<file path="src/msiv_pkg.sv">
package msiv_pkg;

    // register offsets with the wide-address layout
    localparam logic [11:0] OFS_CAP     = 12'h048;
    localparam logic [11:0] OFS_ADDR_LO = 12'h04c;
    localparam logic [11:0] OFS_ADDR_HI = 12'h050;
    localparam logic [11:0] OFS_PAYLOAD = 12'h054;
    localparam logic [11:0] OFS_MASK    = 12'h058;
    localparam logic [11:0] OFS_STATUS  = 12'h05c;
    localparam logic [11:0] OFS_STEP    = 12'h004;

    // capability header and read-only control fields
    localparam logic [7:0]  CAP_ID      = 8'h05;
    localparam logic [7:0]  NEXT_PTR    = 8'h68;
    localparam logic [2:0]  VEC_CAP     = 3'h3;
    localparam logic [2:0]  ALLOC_RST   = 3'h0;
    localparam logic [2:0]  ALLOC_TWO   = 3'h1;
    localparam logic [2:0]  ALLOC_FOUR  = 3'h2;
    localparam logic [2:0]  ALLOC_EIGHT = 3'h3;
    localparam logic        ADDR64      = 1'b1;
    localparam logic        PVM         = 1'b1;

    // control field positions
    localparam int EN_BIT    = 16;
    localparam int ALLOC_LSB = 20;

    // source groups
    localparam int GRP_HP   = 0;
    localparam int GRP_BR   = 1;
    localparam int GRP_GPIO = 2;
    localparam int GRP_DB   = 3;
    localparam int GRP_ML   = 4;
    localparam int NGRP     = 5;
    localparam int NVEC     = 8;

    // vector numbers
    localparam logic [2:0] VEC0 = 3'h0;
    localparam logic [2:0] VEC1 = 3'h1;
    localparam logic [2:0] VEC2 = 3'h2;
    localparam logic [2:0] VEC3 = 3'h3;
    localparam logic [2:0] VEC4 = 3'h4;
    localparam logic [2:0] VEC5 = 3'h5;

    typedef enum logic [1:0] {
        MSIV_IDLE = 2'b00,
        MSIV_SEND = 2'b01
    } msiv_state_e;

endpackage : msiv_pkg

</file>
<file path="src/msiv_top.sv">
`timescale 1ns/1ps
module msiv_top (
    // clock and reset
    input  wire logic        ref_clk_in,
    input  wire logic        rst_in,
    // configuration access
    input  wire logic        cfg_wr_in,
    input  wire logic        cfg_rd_in,
    input  wire logic [11:0] cfg_addr_in,
    input  wire logic [3:0]  cfg_be_in,
    input  wire logic [31:0] cfg_wdata_in,
    output logic      [31:0] cfg_rdata_out,
    output logic             cfg_rvalid_out,
    // port mode
    input  wire logic        bridged_isolation_in,
    input  wire logic        gpio_port_in,
    // interrupt sources, one-cycle pulses
    input  wire logic        hp_event_in,
    input  wire logic [3:0]  bridge_event_in,
    input  wire logic        ecc_event_in,
    input  wire logic        gpio_event_in,
    input  wire logic        doorbell_event_in,
    input  wire logic        mgmt_link_event_in,
    // legacy interrupt path
    input  wire logic        legacy_req_in,
    output logic             legacy_interrupt_output_n_out,
    output logic             intx_msg_allowed_out,
    // interrupt write toward host
    input  wire logic        msg_ack_in,
    output logic             msg_valid_out,
    output logic      [63:0] msg_addr_out,
    output logic             msg_addr64_out,
    output logic      [15:0] msg_data_out
);

    function automatic logic [11:0] ofs_sel(input logic [11:0] ofs);
        return msiv_pkg::ADDR64 ? ofs : 12'(ofs - msiv_pkg::OFS_STEP);
    endfunction : ofs_sel
    localparam logic [11:0] OFS_DATA_E = ofs_sel(msiv_pkg::OFS_PAYLOAD);
    localparam logic [11:0] OFS_MASK_E = ofs_sel(msiv_pkg::OFS_MASK);
    localparam logic [11:0] OFS_STAT_E = ofs_sel(msiv_pkg::OFS_STATUS);

    function automatic logic [31:0] merge_be(input logic [31:0] old,
                                             input logic [31:0] wd,
                                             input logic [3:0]  be);
        logic [31:0] r;
        r = old;
        for (int i = 0; i < 4; i++) begin
            if (be[i]) begin
                r[i*8 +: 8] = wd[i*8 +: 8];
            end
        end
        return r;
    endfunction : merge_be

    // group to vector, per allocated count
    function automatic logic [2:0] vec_of(input int grp, input logic [2:0] alloc);
        logic [2:0] v;
        v = msiv_pkg::VEC0;
        case (alloc)
            msiv_pkg::ALLOC_TWO: begin
                v = (grp == msiv_pkg::GRP_BR) ? msiv_pkg::VEC1 : msiv_pkg::VEC0;
            end
            msiv_pkg::ALLOC_FOUR: begin
                case (grp)
                    msiv_pkg::GRP_BR:   v = msiv_pkg::VEC1;
                    msiv_pkg::GRP_GPIO: v = msiv_pkg::VEC2;
                    msiv_pkg::GRP_DB:   v = msiv_pkg::VEC3;
                    msiv_pkg::GRP_ML:   v = msiv_pkg::VEC3;
                    default:            v = msiv_pkg::VEC0;
                endcase
            end
            msiv_pkg::ALLOC_EIGHT: begin
                case (grp)
                    msiv_pkg::GRP_BR:   v = msiv_pkg::VEC1;
                    msiv_pkg::GRP_GPIO: v = msiv_pkg::VEC2;
                    msiv_pkg::GRP_DB:   v = msiv_pkg::VEC4;
                    msiv_pkg::GRP_ML:   v = msiv_pkg::VEC5;
                    default:            v = msiv_pkg::VEC0;
                endcase
            end
            default: v = msiv_pkg::VEC0;
        endcase
        return v;
    endfunction : vec_of
    localparam int NG = msiv_pkg::NGRP;
    logic        msi_en;
    logic [2:0]  alloc;
    logic [29:0] addr_lo;
    logic [31:0] addr_hi;
    logic [15:0] payload;
    logic [7:0]  mask;
    logic [NG-1:0] pend;
    msiv_pkg::msiv_state_e state;
    logic [2:0]    eff_alloc;
    logic [7:0]    mask_impl;
    logic [7:0]    vec_pend;
    logic [NG-1:0] grp_ev;
    logic [NG-1:0] grp_clr;
    logic          any_go;
    logic [2:0]    go_vec;
    logic [2:0]    low_sel;
    logic [31:0]   mrg_lo, mrg_pay, mrg_mask;
    assign eff_alloc = (alloc > msiv_pkg::VEC_CAP) ? msiv_pkg::VEC_CAP : alloc;
    assign mrg_lo   = merge_be({addr_lo, 2'b00}, cfg_wdata_in, cfg_be_in);
    assign mrg_pay  = merge_be({16'h0000, payload}, cfg_wdata_in, cfg_be_in);
    assign mrg_mask = merge_be({24'h000000, mask}, cfg_wdata_in, cfg_be_in);

    // implemented mask bits depend on mode and allocation
    always_comb begin
        mask_impl    = 8'h00;
        mask_impl[0] = 1'b1;
        mask_impl[1] = bridged_isolation_in && (eff_alloc >= msiv_pkg::ALLOC_TWO);
        mask_impl[2] = gpio_port_in && (eff_alloc >= msiv_pkg::ALLOC_FOUR);
        mask_impl[4] = (eff_alloc == msiv_pkg::ALLOC_EIGHT);
        mask_impl[5] = (eff_alloc == msiv_pkg::ALLOC_EIGHT);
    end

    // event gathering
    always_comb begin
        grp_ev                   = '0;
        grp_ev[msiv_pkg::GRP_HP] = hp_event_in;
        grp_ev[msiv_pkg::GRP_BR] = ((|bridge_event_in) && bridged_isolation_in)
                                   || ecc_event_in;
        grp_ev[msiv_pkg::GRP_GPIO] = gpio_event_in;
        grp_ev[msiv_pkg::GRP_DB]   = doorbell_event_in;
        grp_ev[msiv_pkg::GRP_ML]   = mgmt_link_event_in;
    end

    // per-vector pending view
    genvar gv;
    generate
        for (gv = 0; gv < msiv_pkg::NVEC; gv++) begin : g_vp
            always_comb begin
                vec_pend[gv] = 1'b0;
                for (int g = 0; g < NG; g++) begin
                    if (pend[g] && (vec_of(g, eff_alloc) == 3'(gv))) begin
                        vec_pend[gv] = 1'b1;
                    end
                end
            end
        end
    endgenerate

    // lowest pending vector whose mask is open wins
    always_comb begin
        any_go = 1'b0;
        go_vec = msiv_pkg::VEC0;
        for (int v = msiv_pkg::NVEC - 1; v >= 0; v--) begin
            if (vec_pend[v] && !(mask[v] && mask_impl[v])) begin
                any_go = 1'b1;
                go_vec = 3'(v);
            end
        end
        grp_clr = '0;
        for (int g = 0; g < NG; g++) begin
            grp_clr[g] = any_go && (state == msiv_pkg::MSIV_IDLE) && msi_en
                         && (vec_of(g, eff_alloc) == go_vec);
        end
    end

    assign low_sel = 3'((4'h1 << eff_alloc) - 4'h1);

    // configuration registers
    always_ff @(posedge ref_clk_in) begin
        if (rst_in) begin
            msi_en  <= 1'b0;
            alloc   <= msiv_pkg::ALLOC_RST;
            addr_lo <= '0;
            addr_hi <= '0;
            payload <= '0;
            mask    <= 8'h00;
        end else if (cfg_wr_in) begin
            case (cfg_addr_in)
                msiv_pkg::OFS_CAP: begin
                    if (cfg_be_in[2]) begin
                        msi_en <= cfg_wdata_in[msiv_pkg::EN_BIT];
                        alloc  <= cfg_wdata_in[msiv_pkg::ALLOC_LSB +: 3];
                    end
                end
                msiv_pkg::OFS_ADDR_LO: addr_lo <= mrg_lo[31:2];
                OFS_DATA_E: payload <= mrg_pay[15:0];
                OFS_MASK_E: mask <= mrg_mask[7:0];
                default: begin
                    if (msiv_pkg::ADDR64 && cfg_addr_in == msiv_pkg::OFS_ADDR_HI) begin
                        addr_hi <= merge_be(addr_hi, cfg_wdata_in, cfg_be_in);
                    end
                end
            endcase
        end
    end

    // read path, one cycle latency
    always_ff @(posedge ref_clk_in) begin
        if (rst_in) begin
            cfg_rdata_out  <= '0;
            cfg_rvalid_out <= 1'b0;
        end else begin
            cfg_rvalid_out <= cfg_rd_in;
            cfg_rdata_out  <= '0;
            if (cfg_rd_in) begin
                case (cfg_addr_in)
                    msiv_pkg::OFS_CAP: cfg_rdata_out <= {7'h00, msiv_pkg::PVM,
                        msiv_pkg::ADDR64, alloc, msiv_pkg::VEC_CAP, msi_en,
                        msiv_pkg::NEXT_PTR, msiv_pkg::CAP_ID};
                    msiv_pkg::OFS_ADDR_LO: cfg_rdata_out <= {addr_lo, 2'b00};
                    OFS_DATA_E: cfg_rdata_out <= {16'h0000, payload};
                    OFS_MASK_E: cfg_rdata_out <= {24'h000000, mask};
                    OFS_STAT_E: cfg_rdata_out <= {24'h000000, vec_pend & mask_impl};
                    default: begin
                        if (msiv_pkg::ADDR64 && cfg_addr_in == msiv_pkg::OFS_ADDR_HI) begin
                            cfg_rdata_out <= addr_hi;
                        end
                    end
                endcase
            end
        end
    end

    // pending: a new event beats the clear of the same group
    always_ff @(posedge ref_clk_in) begin
        if (rst_in) begin
            pend <= '0;
        end else begin
            pend <= (pend & ~grp_clr) | (grp_ev & {NG{msi_en}});
        end
    end

    // interrupt write sequencer
    always_ff @(posedge ref_clk_in) begin
        if (rst_in) begin
            state          <= msiv_pkg::MSIV_IDLE;
            msg_valid_out  <= 1'b0;
            msg_addr_out   <= '0;
            msg_addr64_out <= 1'b0;
            msg_data_out   <= '0;
        end else begin
            case (state)
                msiv_pkg::MSIV_IDLE: begin
                    if (msi_en && any_go) begin
                        state          <= msiv_pkg::MSIV_SEND;
                        msg_valid_out  <= 1'b1;
                        msg_addr_out   <= {(msiv_pkg::ADDR64 ? addr_hi : 32'h00000000),
                                           addr_lo, 2'b00};
                        msg_addr64_out <= msiv_pkg::ADDR64 && (addr_hi != 32'h00000000);
                        msg_data_out   <= {payload[15:3],
                                           (payload[2:0] & ~low_sel) | (go_vec & low_sel)};
                    end
                end
                msiv_pkg::MSIV_SEND: begin
                    if (msg_ack_in) begin
                        state         <= msiv_pkg::MSIV_IDLE;
                        msg_valid_out <= 1'b0;
                    end
                end
                default: begin
                    state         <= msiv_pkg::MSIV_IDLE;
                    msg_valid_out <= 1'b0;
                end
            endcase
        end
    end

    // legacy path muted while messages are on
    always_ff @(posedge ref_clk_in) begin
        if (rst_in) begin
            legacy_interrupt_output_n_out <= 1'b1;
            intx_msg_allowed_out          <= 1'b0;
        end else begin
            legacy_interrupt_output_n_out <= !(legacy_req_in && !msi_en);
            intx_msg_allowed_out          <= legacy_req_in && !msi_en;
        end
    end

    a_legacy_muted: assert property (@(posedge ref_clk_in) disable iff (rst_in)
        msi_en && $past(msi_en) |-> legacy_interrupt_output_n_out && !intx_msg_allowed_out)
        else $error("legacy interrupt active while messages enabled");

    a_cap_fields: assert property (@(posedge ref_clk_in) disable iff (rst_in)
        cfg_rd_in && cfg_addr_in == msiv_pkg::OFS_CAP
        |=> cfg_rdata_out[24:23] == 2'b11 && cfg_rdata_out[19:17] == 3'h3)
        else $error("capability fields read wrong");

    a_alloc_reset: assert property (@(posedge ref_clk_in)
        $past(rst_in) |-> alloc == 3'h0 && mask == 8'h00)
        else $error("allocation or mask not cleared by reset");

    a_no_top_vec: assert property (@(posedge ref_clk_in) disable iff (rst_in)
        $rose(msg_valid_out) && $past(eff_alloc) == 3'h3 |-> msg_data_out[2:0] < 3'h6)
        else $error("unused vector generated");

    a_single_merge: assert property (@(posedge ref_clk_in) disable iff (rst_in)
        $rose(msg_valid_out) && $past(eff_alloc) == 3'h0
        |-> msg_data_out == $past(payload))
        else $error("single vector payload altered");

    a_addr_source: assert property (@(posedge ref_clk_in) disable iff (rst_in)
        $rose(msg_valid_out)
        |-> msg_addr_out == {$past(addr_hi), $past(addr_lo), 2'b00})
        else $error("write address not from registers");

    a_send_prompt: assert property (@(posedge ref_clk_in) disable iff (rst_in)
        state == msiv_pkg::MSIV_IDLE && msi_en && any_go |=> msg_valid_out)
        else $error("unmasked pending vector not sent");

    a_mask_holds: assert property (@(posedge ref_clk_in) disable iff (rst_in)
        pend[msiv_pkg::GRP_HP] && eff_alloc == 3'h2 && mask[0] && !cfg_wr_in
        |=> pend[msiv_pkg::GRP_HP] [*2])
        else $error("masked event lost");

    a_valid_held: assert property (@(posedge ref_clk_in) disable iff (rst_in)
        msg_valid_out && !msg_ack_in |=> msg_valid_out && $stable(msg_data_out))
        else $error("write request dropped before acknowledge");

endmodule : msiv_top

</file>
<file path="config.mk">
export PLATFORM = sky130hd
export DESIGN_NAME = msiv_top
export DESIGN_NICKNAME = d
export VERILOG_FILES = /design/src/msiv_pkg.sv /design/src/msiv_top.sv
export SDC_FILE = /design/constraint.sdc
export NUM_CORES = 1
export LEC_CHECK = 0
export BUFFER_PORTS_ARGS = -buffer_cell sky130_fd_sc_hd__buf_2
export CORE_UTILIZATION = 40
export CTS_CLUSTER_DIAMETER = 100
export DETAILED_ROUTE_END_ITERATION = 7
export SLEW_MARGIN = 20
export SYNTH_ARGS = -nofsm -noshare
export SYNTH_HDL_FRONTEND = slang
export SYNTH_SLANG_ARGS = --single-unit
</file>
<file path="constraint.sdc">
create_clock -name ref_clk_in -period 6.8 [get_ports ref_clk_in]
set_input_delay 1.36 -clock ref_clk_in [delete_from_list [all_inputs] [get_ports ref_clk_in]]
set_output_delay 1.36 -clock ref_clk_in [all_outputs]
set_load 0.03 [all_outputs]
</file>
==> results of run 1 <==
-- cell usage in the layout, fill, tap and decap left out, types with 5 or more instances in the layout --
cell,count
o21ai_0,5
clkbuf_16,23
nand2b_1,5
clkbuf_8,6
a221oi_1,9
nor4_1,9
nand3_1,5
dfxtp_1,210
clkbuf_1,6
a22oi_1,10
a21oi_1,115
a222oi_1,15
nor2_1,107
nand2_1,219
buf_4,9
buf_2,178
mux2i_1,69
nor3_1,8
-- through the flow --
stage | instances | power, W
after global placement | 1302 | 0.00132
after floorplan | 911 | 0.00129
final | 1345 | 0.00248
after global routing | 1344 | 0.00256
after detailed placement | 1302 | 0.00132
after CTS | 1343 | 0.00250
-- kinds of logic (layout without fill, tap and decap cells) --
kind of cell / count (synthesis) / count (layout) / synth area share, %
AND/OR/NAND/NOR: 386 / 386 / 21.2
flip-flops: 210 / 210 / 52.5
AO/OA/AOI/OAI: 176 / 176 / 13.5
multiplexers: 69 / 69 / 8.62
buffers and inverters: 66 / 234 / 3.89
adder cells (fa/ha/maj): 1 / 1 / 0.156
other: 1 / 3 / 0.0468
XOR/XNOR: 1 / 1 / 0.109
-- cell type report --
type	instances	area (um^2)
fillers	1944	9740
flip-flops and latches	210	4200
multi-input cells	635	3530
repair buffers	188	970
clock buffers	35	681
well taps	265	332
clock inverters	6	41.3
inverters	5	18.8
diodes	1	2.50
-- tightest hold or removal path: stages (launching register included) --
cell and delay [ns]:
dfxtp_1 0.30, nand2_1 0.05, a21oi_1 0.05
-- sequential cells by signal (all words and copies together), names as in the netlist --
| name | cells |
|---|---|
| addr_hi | 32 |
| addr_lo | 30 |
| alloc | 3 |
| cfg_rdata_out | 32 |
| cfg_rvalid_out | 1 |
| intx_msg_allowed_out | 1 |
| legacy_interrupt_output_n_out | 1 |
| mask | 8 |
| msg_addr64_out | 1 |
| msg_addr_out | 62 |
| msg_data_out | 16 |
| msg_valid_out | 1 |
| msi_en | 1 |
| payload | 16 |
| pend | 5 |
-- where the power goes --
group / switching (W) / internal (W) / leakage, nW
Combinational: 0.0000448 / 0.0000184 / 1.71
Sequential: 0.000000183 / 0.00123 / 1.69
Clock: 0.000491 / 0.000690 / 0.346
Total: 0.000535 / 0.00194 / 3.75
-- worst max path at each step --
| stage | slack, ns | endpoint | startpoint |
|---|---|---|---|
| 2_1_floorplan | 3.58 | addr_hi[10] | cfg_addr_in[5] |
| 3_3_place_gp | 2.34 | addr_lo[16] | cfg_addr_in[11] |
| 3_5_place_dp | 2.31 | addr_lo[21] | cfg_addr_in[11] |
| 4_1_cts | 2.84 | addr_lo[24] | cfg_addr_in[11] |
| 5_1_grt | 2.97 | addr_lo[26] | cfg_addr_in[11] |
| 6_report | 3.11 | addr_lo[24] | cfg_addr_in[11] |
-- layer usage --
metal / vias up / wire length (um) / global-route usage (%)
li1: 3431 / - / -
met1: 3222 / 10800 / 32.3
met2: 223 / 10300 / 33.4
met3: 28 / 1440 / 3.47
met4: 0 / 321 / 5.26
met5: - / 0 / 0
==> impl_metrics.env, run 1 <==
export IMPL_irDropWorstVdd_mv=0.151
export IMPL_cts_root_buffer="clkbuf_16"
export IMPL_synth_common_cells="nand2_1, dfxtp_1, a21oi_1, nor2_1, mux2i_1"
export IMPL_syn_area_um2=8020
export IMPL_status="complete, but fails checks"
export IMPL_vias_per_cell=5.13
export IMPL_dr_total_vias=6904
export IMPL_synth_seq_cells=210
export IMPL_regToRegStartpoint="alloc[2]"
export IMPL_hold_end="msg_addr_out[18]"
export IMPL_rows=51
export IMPL_reg2reg_to="msg_addr_out[8]"
export IMPL_synth_top_area_share_pct=52.5
export IMPL_die_area_um2=20600
export IMPL_start_kind="primary input"
export IMPL_cts_buffers=23
export IMPL_slew_viol_final=0
export IMPL_die_h_um=144
export IMPL_synthArstFlopShare_pct=0
export IMPL_routed_wl_um=22900
export IMPL_hold_viol_final=0
export IMPL_worstMarginPinSlew_ns=1.12
export IMPL_maxCapViolCount=0
export IMPL_avgRoutedWirePerCell_um=17.0
export IMPL_seq_area_frac_synth_pct=52.5
export IMPL_leakagePower_nw=3.75
export IMPL_cts_reportedPaths_clkPinSlew_ns=0.06
export IMPL_post_route_min_period_ns=3.69
export IMPL_yosys_top_cells_area="dfxtp_1, nand2_1, mux2i_1, a21oi_1, nor2_1"
export IMPL_crit_family="simple AND/OR/NAND/NOR gates"
export IMPL_end_kind="flop"
export IMPL_violations="DRC"
export IMPL_syn_to_final_growth_pct=22.0
export IMPL_synthCells=910
export IMPL_critPathKind="primary input to flop"
export IMPL_grt_pass1_vias=6262
export IMPL_cts_tree="yes"
export IMPL_drive_above_1_share_pct=22.3
export IMPL_crit_top_cell="nand3_1"
export IMPL_postCtsSetupBuffers=0
export IMPL_worstHoldStart="msg_addr_out[18]"
export IMPL_postPlaceCellArea_um2=9050
export IMPL_crit_path_top_delay_cell="nor4b_4"
export IMPL_setup_viol=0
export IMPL_antenna_found_initial=0
export IMPL_drtPass1Iterations=8
export IMPL_yosys_warnings=0
export IMPL_setup_tns_ns=0
export IMPL_grt_usage_pct=22.0
export IMPL_critPathRequiredTime_ns=7.16
export IMPL_place_port_buffers=179
export IMPL_critical_path_arrival_ns=4.05
export IMPL_holdPathStages=2
export IMPL_clock_tree_buffer_depth=3
export IMPL_synth_edf_count=0
export IMPL_ant_nets=0
export IMPL_drtIter0Drc=472
export IMPL_synth_main_ff_cell="dfxtp_1"
export IMPL_grt_max_degree=108
export IMPL_dp_slack_ns=2.31
export IMPL_die_x_um=144
export IMPL_h_tree_depth=1
export IMPL_avgSynthCellArea_um2=8.81
export IMPL_clk_latency_ns=0.51
export IMPL_critical_path_max_stage_delay_ns=0.62
export IMPL_holdWs_ns=0.448
export IMPL_rrSetupSlack_ns=3.60
export IMPL_min_path_type="flop to flop"
export IMPL_power_density_nw_per_um2=253
export IMPL_remaining_drc_errors=1
export IMPL_core_um2=19500
export IMPL_post_route_util_pct=50.1
export IMPL_place_hpwl_um=15500
export IMPL_grt_ovfl_total=0
export IMPL_clock_sinks=210
export IMPL_initial_utilization_pct=41.0
export IMPL_setup_slack_ns=3.11
export IMPL_ff2ff_path_depth=9
export IMPL_skew_ns=0.0143
export IMPL_crit_chain="buf_2 -> nor4_1 -> nand3_1 -> nor4b_4 -> buf_6 -> buf_4 -> nand3_1 -> nand2_1 -> a21oi_1"
export IMPL_fmax_ghz=0.271
export IMPL_nets=1129
export IMPL_gp_congestion=0.849
export IMPL_io_pins=182
export IMPL_design_area_um2=9780
export IMPL_max_slew_margin_rel_pct=25.5
export IMPL_cts_resized=0
export IMPL_cp_max_fo=16
export IMPL_synth_top_cell_by_area="dfxtp_1"
export IMPL_synthDistinctLibCells=53
export IMPL_rsz0062_at_grt="false"
export IMPL_post_route_period_util_pct=54.3
export IMPL_path_depth=9
export IMPL_yosysMostFrequentCell="nand2_1"
export IMPL_holdBufCountCts=0
export IMPL_grt_first_pass_wirelength_um=35000
export IMPL_crit_buf_inv=3
No activity file was read; power rests on OpenSTA's default activity.
==> inputs of run 2 (changes only) <==
--- a/config.mk
+++ b/config.mk
@@ -5,6 +5,7 @@
 export SDC_FILE = /design/constraint.sdc
 export NUM_CORES = 1
 export LEC_CHECK = 0
+export ABC_AREA = 1
 export BUFFER_PORTS_ARGS = -buffer_cell sky130_fd_sc_hd__buf_2
 export CORE_UTILIZATION = 40
 export CTS_CLUSTER_DIAMETER = 100
==> constraint.sdc (replaced) <==
create_clock -name ref_clk_in -period 3.8 [get_ports ref_clk_in]
set_input_delay 0.76 -clock ref_clk_in [delete_from_list [all_inputs] [get_ports ref_clk_in]]
set_output_delay 0.76 -clock ref_clk_in [all_outputs]
set_load 0.03 [all_outputs]
==> impl_metrics.env, run 2 <==
export IMPL_synthCells=995
export IMPL_avgSynthCellArea_um2=8.09
export IMPL_antenna_found_initial=1
export IMPL_crit_path_top_delay_cell="dfxtp_1"
export IMPL_slew_viol_final=0
export IMPL_h_tree_depth=1
export IMPL_nets=1218
export IMPL_syn_to_final_growth_pct=21.6
export IMPL_core_um2=19600
export IMPL_die_h_um=144
export IMPL_top_regs="msg_addr_out x62, addr_hi x32, cfg_rdata_out x32"
export IMPL_largest_reg_flops=62
export IMPL_regToRegStartpoint="msi_en"
export IMPL_critical_path_arrival_ns=2.81
export IMPL_clock_tree_buffer_depth=3
export IMPL_synthArstFlopShare_pct=0
export IMPL_synth_edf_count=0
export IMPL_grt_first_pass_wirelength_um=36500
export IMPL_synth_common_cells="dfxtp_1, o21ai_0, a21oi_1, inv_1, nor2_1"
export IMPL_avgRoutedWirePerCell_um=16.3
export IMPL_clk_latency_ns=0.51
export IMPL_fmax_ghz=0.421
export IMPL_setup_tns_ns=0
export IMPL_power_density_nw_per_um2=460
export IMPL_rows=51
export IMPL_worstHoldStart="mask[6]"
export IMPL_crit_end="msg_addr_out[19]"
export IMPL_end_kind="flop"
export IMPL_worstMarginPinSlew_ns=0.763
export IMPL_hold_viol_final=0
export IMPL_initial_utilization_pct=41.1
export IMPL_met3_length_um=1600
export IMPL_rsz0062_at_grt="false"
export IMPL_rrSetupSlack_ns=1.42
export IMPL_min_path_type="flop to flop"
export IMPL_max_slew_margin_rel_pct=48.9
export IMPL_path_depth=7
export IMPL_drtIter0Drc=640
export IMPL_syn_area_um2=8050
export IMPL_wl_met2_um=10100
export IMPL_grt_ovfl_total=0
export IMPL_holdWs_ns=0.449
export IMPL_postPlaceCellArea_um2=9040
export IMPL_ant_nets=0
export IMPL_ff2ff_path_depth=7
export IMPL_post_route_period_util_pct=62.5
export IMPL_gp_congestion=0.948
export IMPL_crit_family="buffers and inverters"
export IMPL_leakagePower_nw=4.26
export IMPL_grt_pass1_vias=6645
export IMPL_met1Wirelength_um=11100
export IMPL_top_register="msg_addr_out"
export IMPL_yosys_warnings=0
export IMPL_status="finished, final reports clean"
export IMPL_final_common_cell="dfxtp_1"
export IMPL_skew_ns=0.00645
export IMPL_holdBufCountCts=0
export IMPL_critPathRequiredTime_ns=4.24
export IMPL_cts_tree="yes"
export IMPL_grt_usage_pct=22.8
export IMPL_clock_sinks=210
export IMPL_layout_common_cells="dfxtp_1, buf_2, o21ai_0"
export IMPL_critical_path_max_stage_delay_ns=0.47
export IMPL_die_area_um2=20700
export IMPL_seq_area_frac_synth_pct=52.2
export IMPL_crit_chain="inv_1 -> nor2_1 -> nand2_4 -> inv_4 -> buf_12 -> o21ai_0 -> a21oi_1"
export IMPL_crit_buf_inv=3
export IMPL_final_cells=1433
export IMPL_start_kind="flop"
export IMPL_dpl_cell_count=1392
export IMPL_synth_seq_cells=210
export IMPL_place_port_buffers=179
export IMPL_design_area_um2=9790
export IMPL_irDropWorstVdd_mv=0.267
export IMPL_yosysMostFrequentCell="dfxtp_1"
export IMPL_synth_main_ff_cell="dfxtp_1"
export IMPL_critPathLaunch="msi_en"
export IMPL_cts_resized=0
export IMPL_vias_per_cell=4.98
export IMPL_drtPass1Iterations=5
export IMPL_highest_layer="met4"
export IMPL_routed_wl_um=23400
export IMPL_postCtsSetupBuffers=0
export IMPL_yosys_top_cells_area="dfxtp_1, o21ai_0, a21oi_1, inv_1, nor2_1"
export IMPL_synth_top_area_share_pct=52.2
export IMPL_cts_root_buffer="clkbuf_16"
export IMPL_setup_viol=0
export IMPL_grt_max_degree=101
export IMPL_drive_above_1_share_pct=21.5
export IMPL_dr_total_vias=7140
export IMPL_cp_max_fo=100
export IMPL_maxCapViolCount=0
export IMPL_cts_reportedPaths_clkPinSlew_ns=0.06
export IMPL_remaining_drc_errors=0
export IMPL_synthDistinctLibCells=38
export IMPL_io_pins=182
export IMPL_reg2reg_to="msg_addr_out[19]"
export IMPL_die_x_um=144
export IMPL_post_route_min_period_ns=2.38
export IMPL_synth_top_cell_by_area="dfxtp_1"
export IMPL_critPathKind="flop to flop"
export IMPL_place_hpwl_um=16500
export IMPL_cts_buffers=23
run 2: cell count changes after synthesis, sizes merged, moves of 33 or more:
cell	previous run	this run
o21ai	5	152
nand2	219	84
inv	5	138
mux2i	69	0
a211oi	1	34
run 2: through the flow:
step                worst slack, ns  power [W]  utilization (%)
floorplan                      1.75    0.00231                -
CTS                            1.46    0.00455             49.9
detailed placement             1.09    0.00238             46.2
finish                         1.42    0.00450             50.0
global route                   1.18    0.00466             49.9
global placement               1.08    0.00238             46.2
run 2: cell type report:
type                       instances  area, um^2
tap                              265         332
fill                            1934        9800
clock inverter                     8        72.6
inverter                         138         522
antenna                            1        2.50
clock buffer                      32         669
multi-input combinational        592        3020
sequential                       210        4200
timing repair buffer             187         968
run 2: how the worst min path moves through the flow:
stage | endpoint | slack (ns) | cells after the start
after floorplan | mask[3] | 0.42 | 2
after global placement | mask[7] | 0.44 | 2
after detailed placement | mask[6] | 0.44 | 2
after CTS | legacy_interrupt_output_n_out | 0.45 | 2
after global routing | cfg_rdata_out[30] | 0.48 | 2
final | mask[6] | 0.45 | 2
run 2: cell families after synthesis:
logic type	Yosys count	synth area share, %
adder cells (fa/ha/maj)	1	0.155
flip-flops	210	52.2
XOR/XNOR	1	0.109
buffers and inverters	194	10.3
other	1	0.0466
AO/OA/AOI/OAI	357	24.3
AND/OR/NAND/NOR	231	12.8
run 2: worst register-to-register path, delay by kind of cell (launching register included):
family	cells	cell delay, ns
AOI/OAI and AO/OA	2	0.39
buffers and inverters	3	0.99
DFF	1	0.47
and+or+nand+nor	2	0.46
run 2: where the power goes:
part	switching (W)	leakage (nW)	internal, W	total (W)
clock network	0.000879	0.373	0.00130	0.00217
logic	0.0000861	2.19	0.0000385	0.000125
registers	0.000000417	1.69	0.00220	0.00220
total	0.000966	4.26	0.00354	0.00450
run 2: per-layer routing:
metal / global-route usage, % / up-vias
met5: 0 / -
met4: 6.94 / 0
met3: 5.03 / 38
met2: 34.2 / 220
met1: 32.4 / 3228
li1: - / 3654
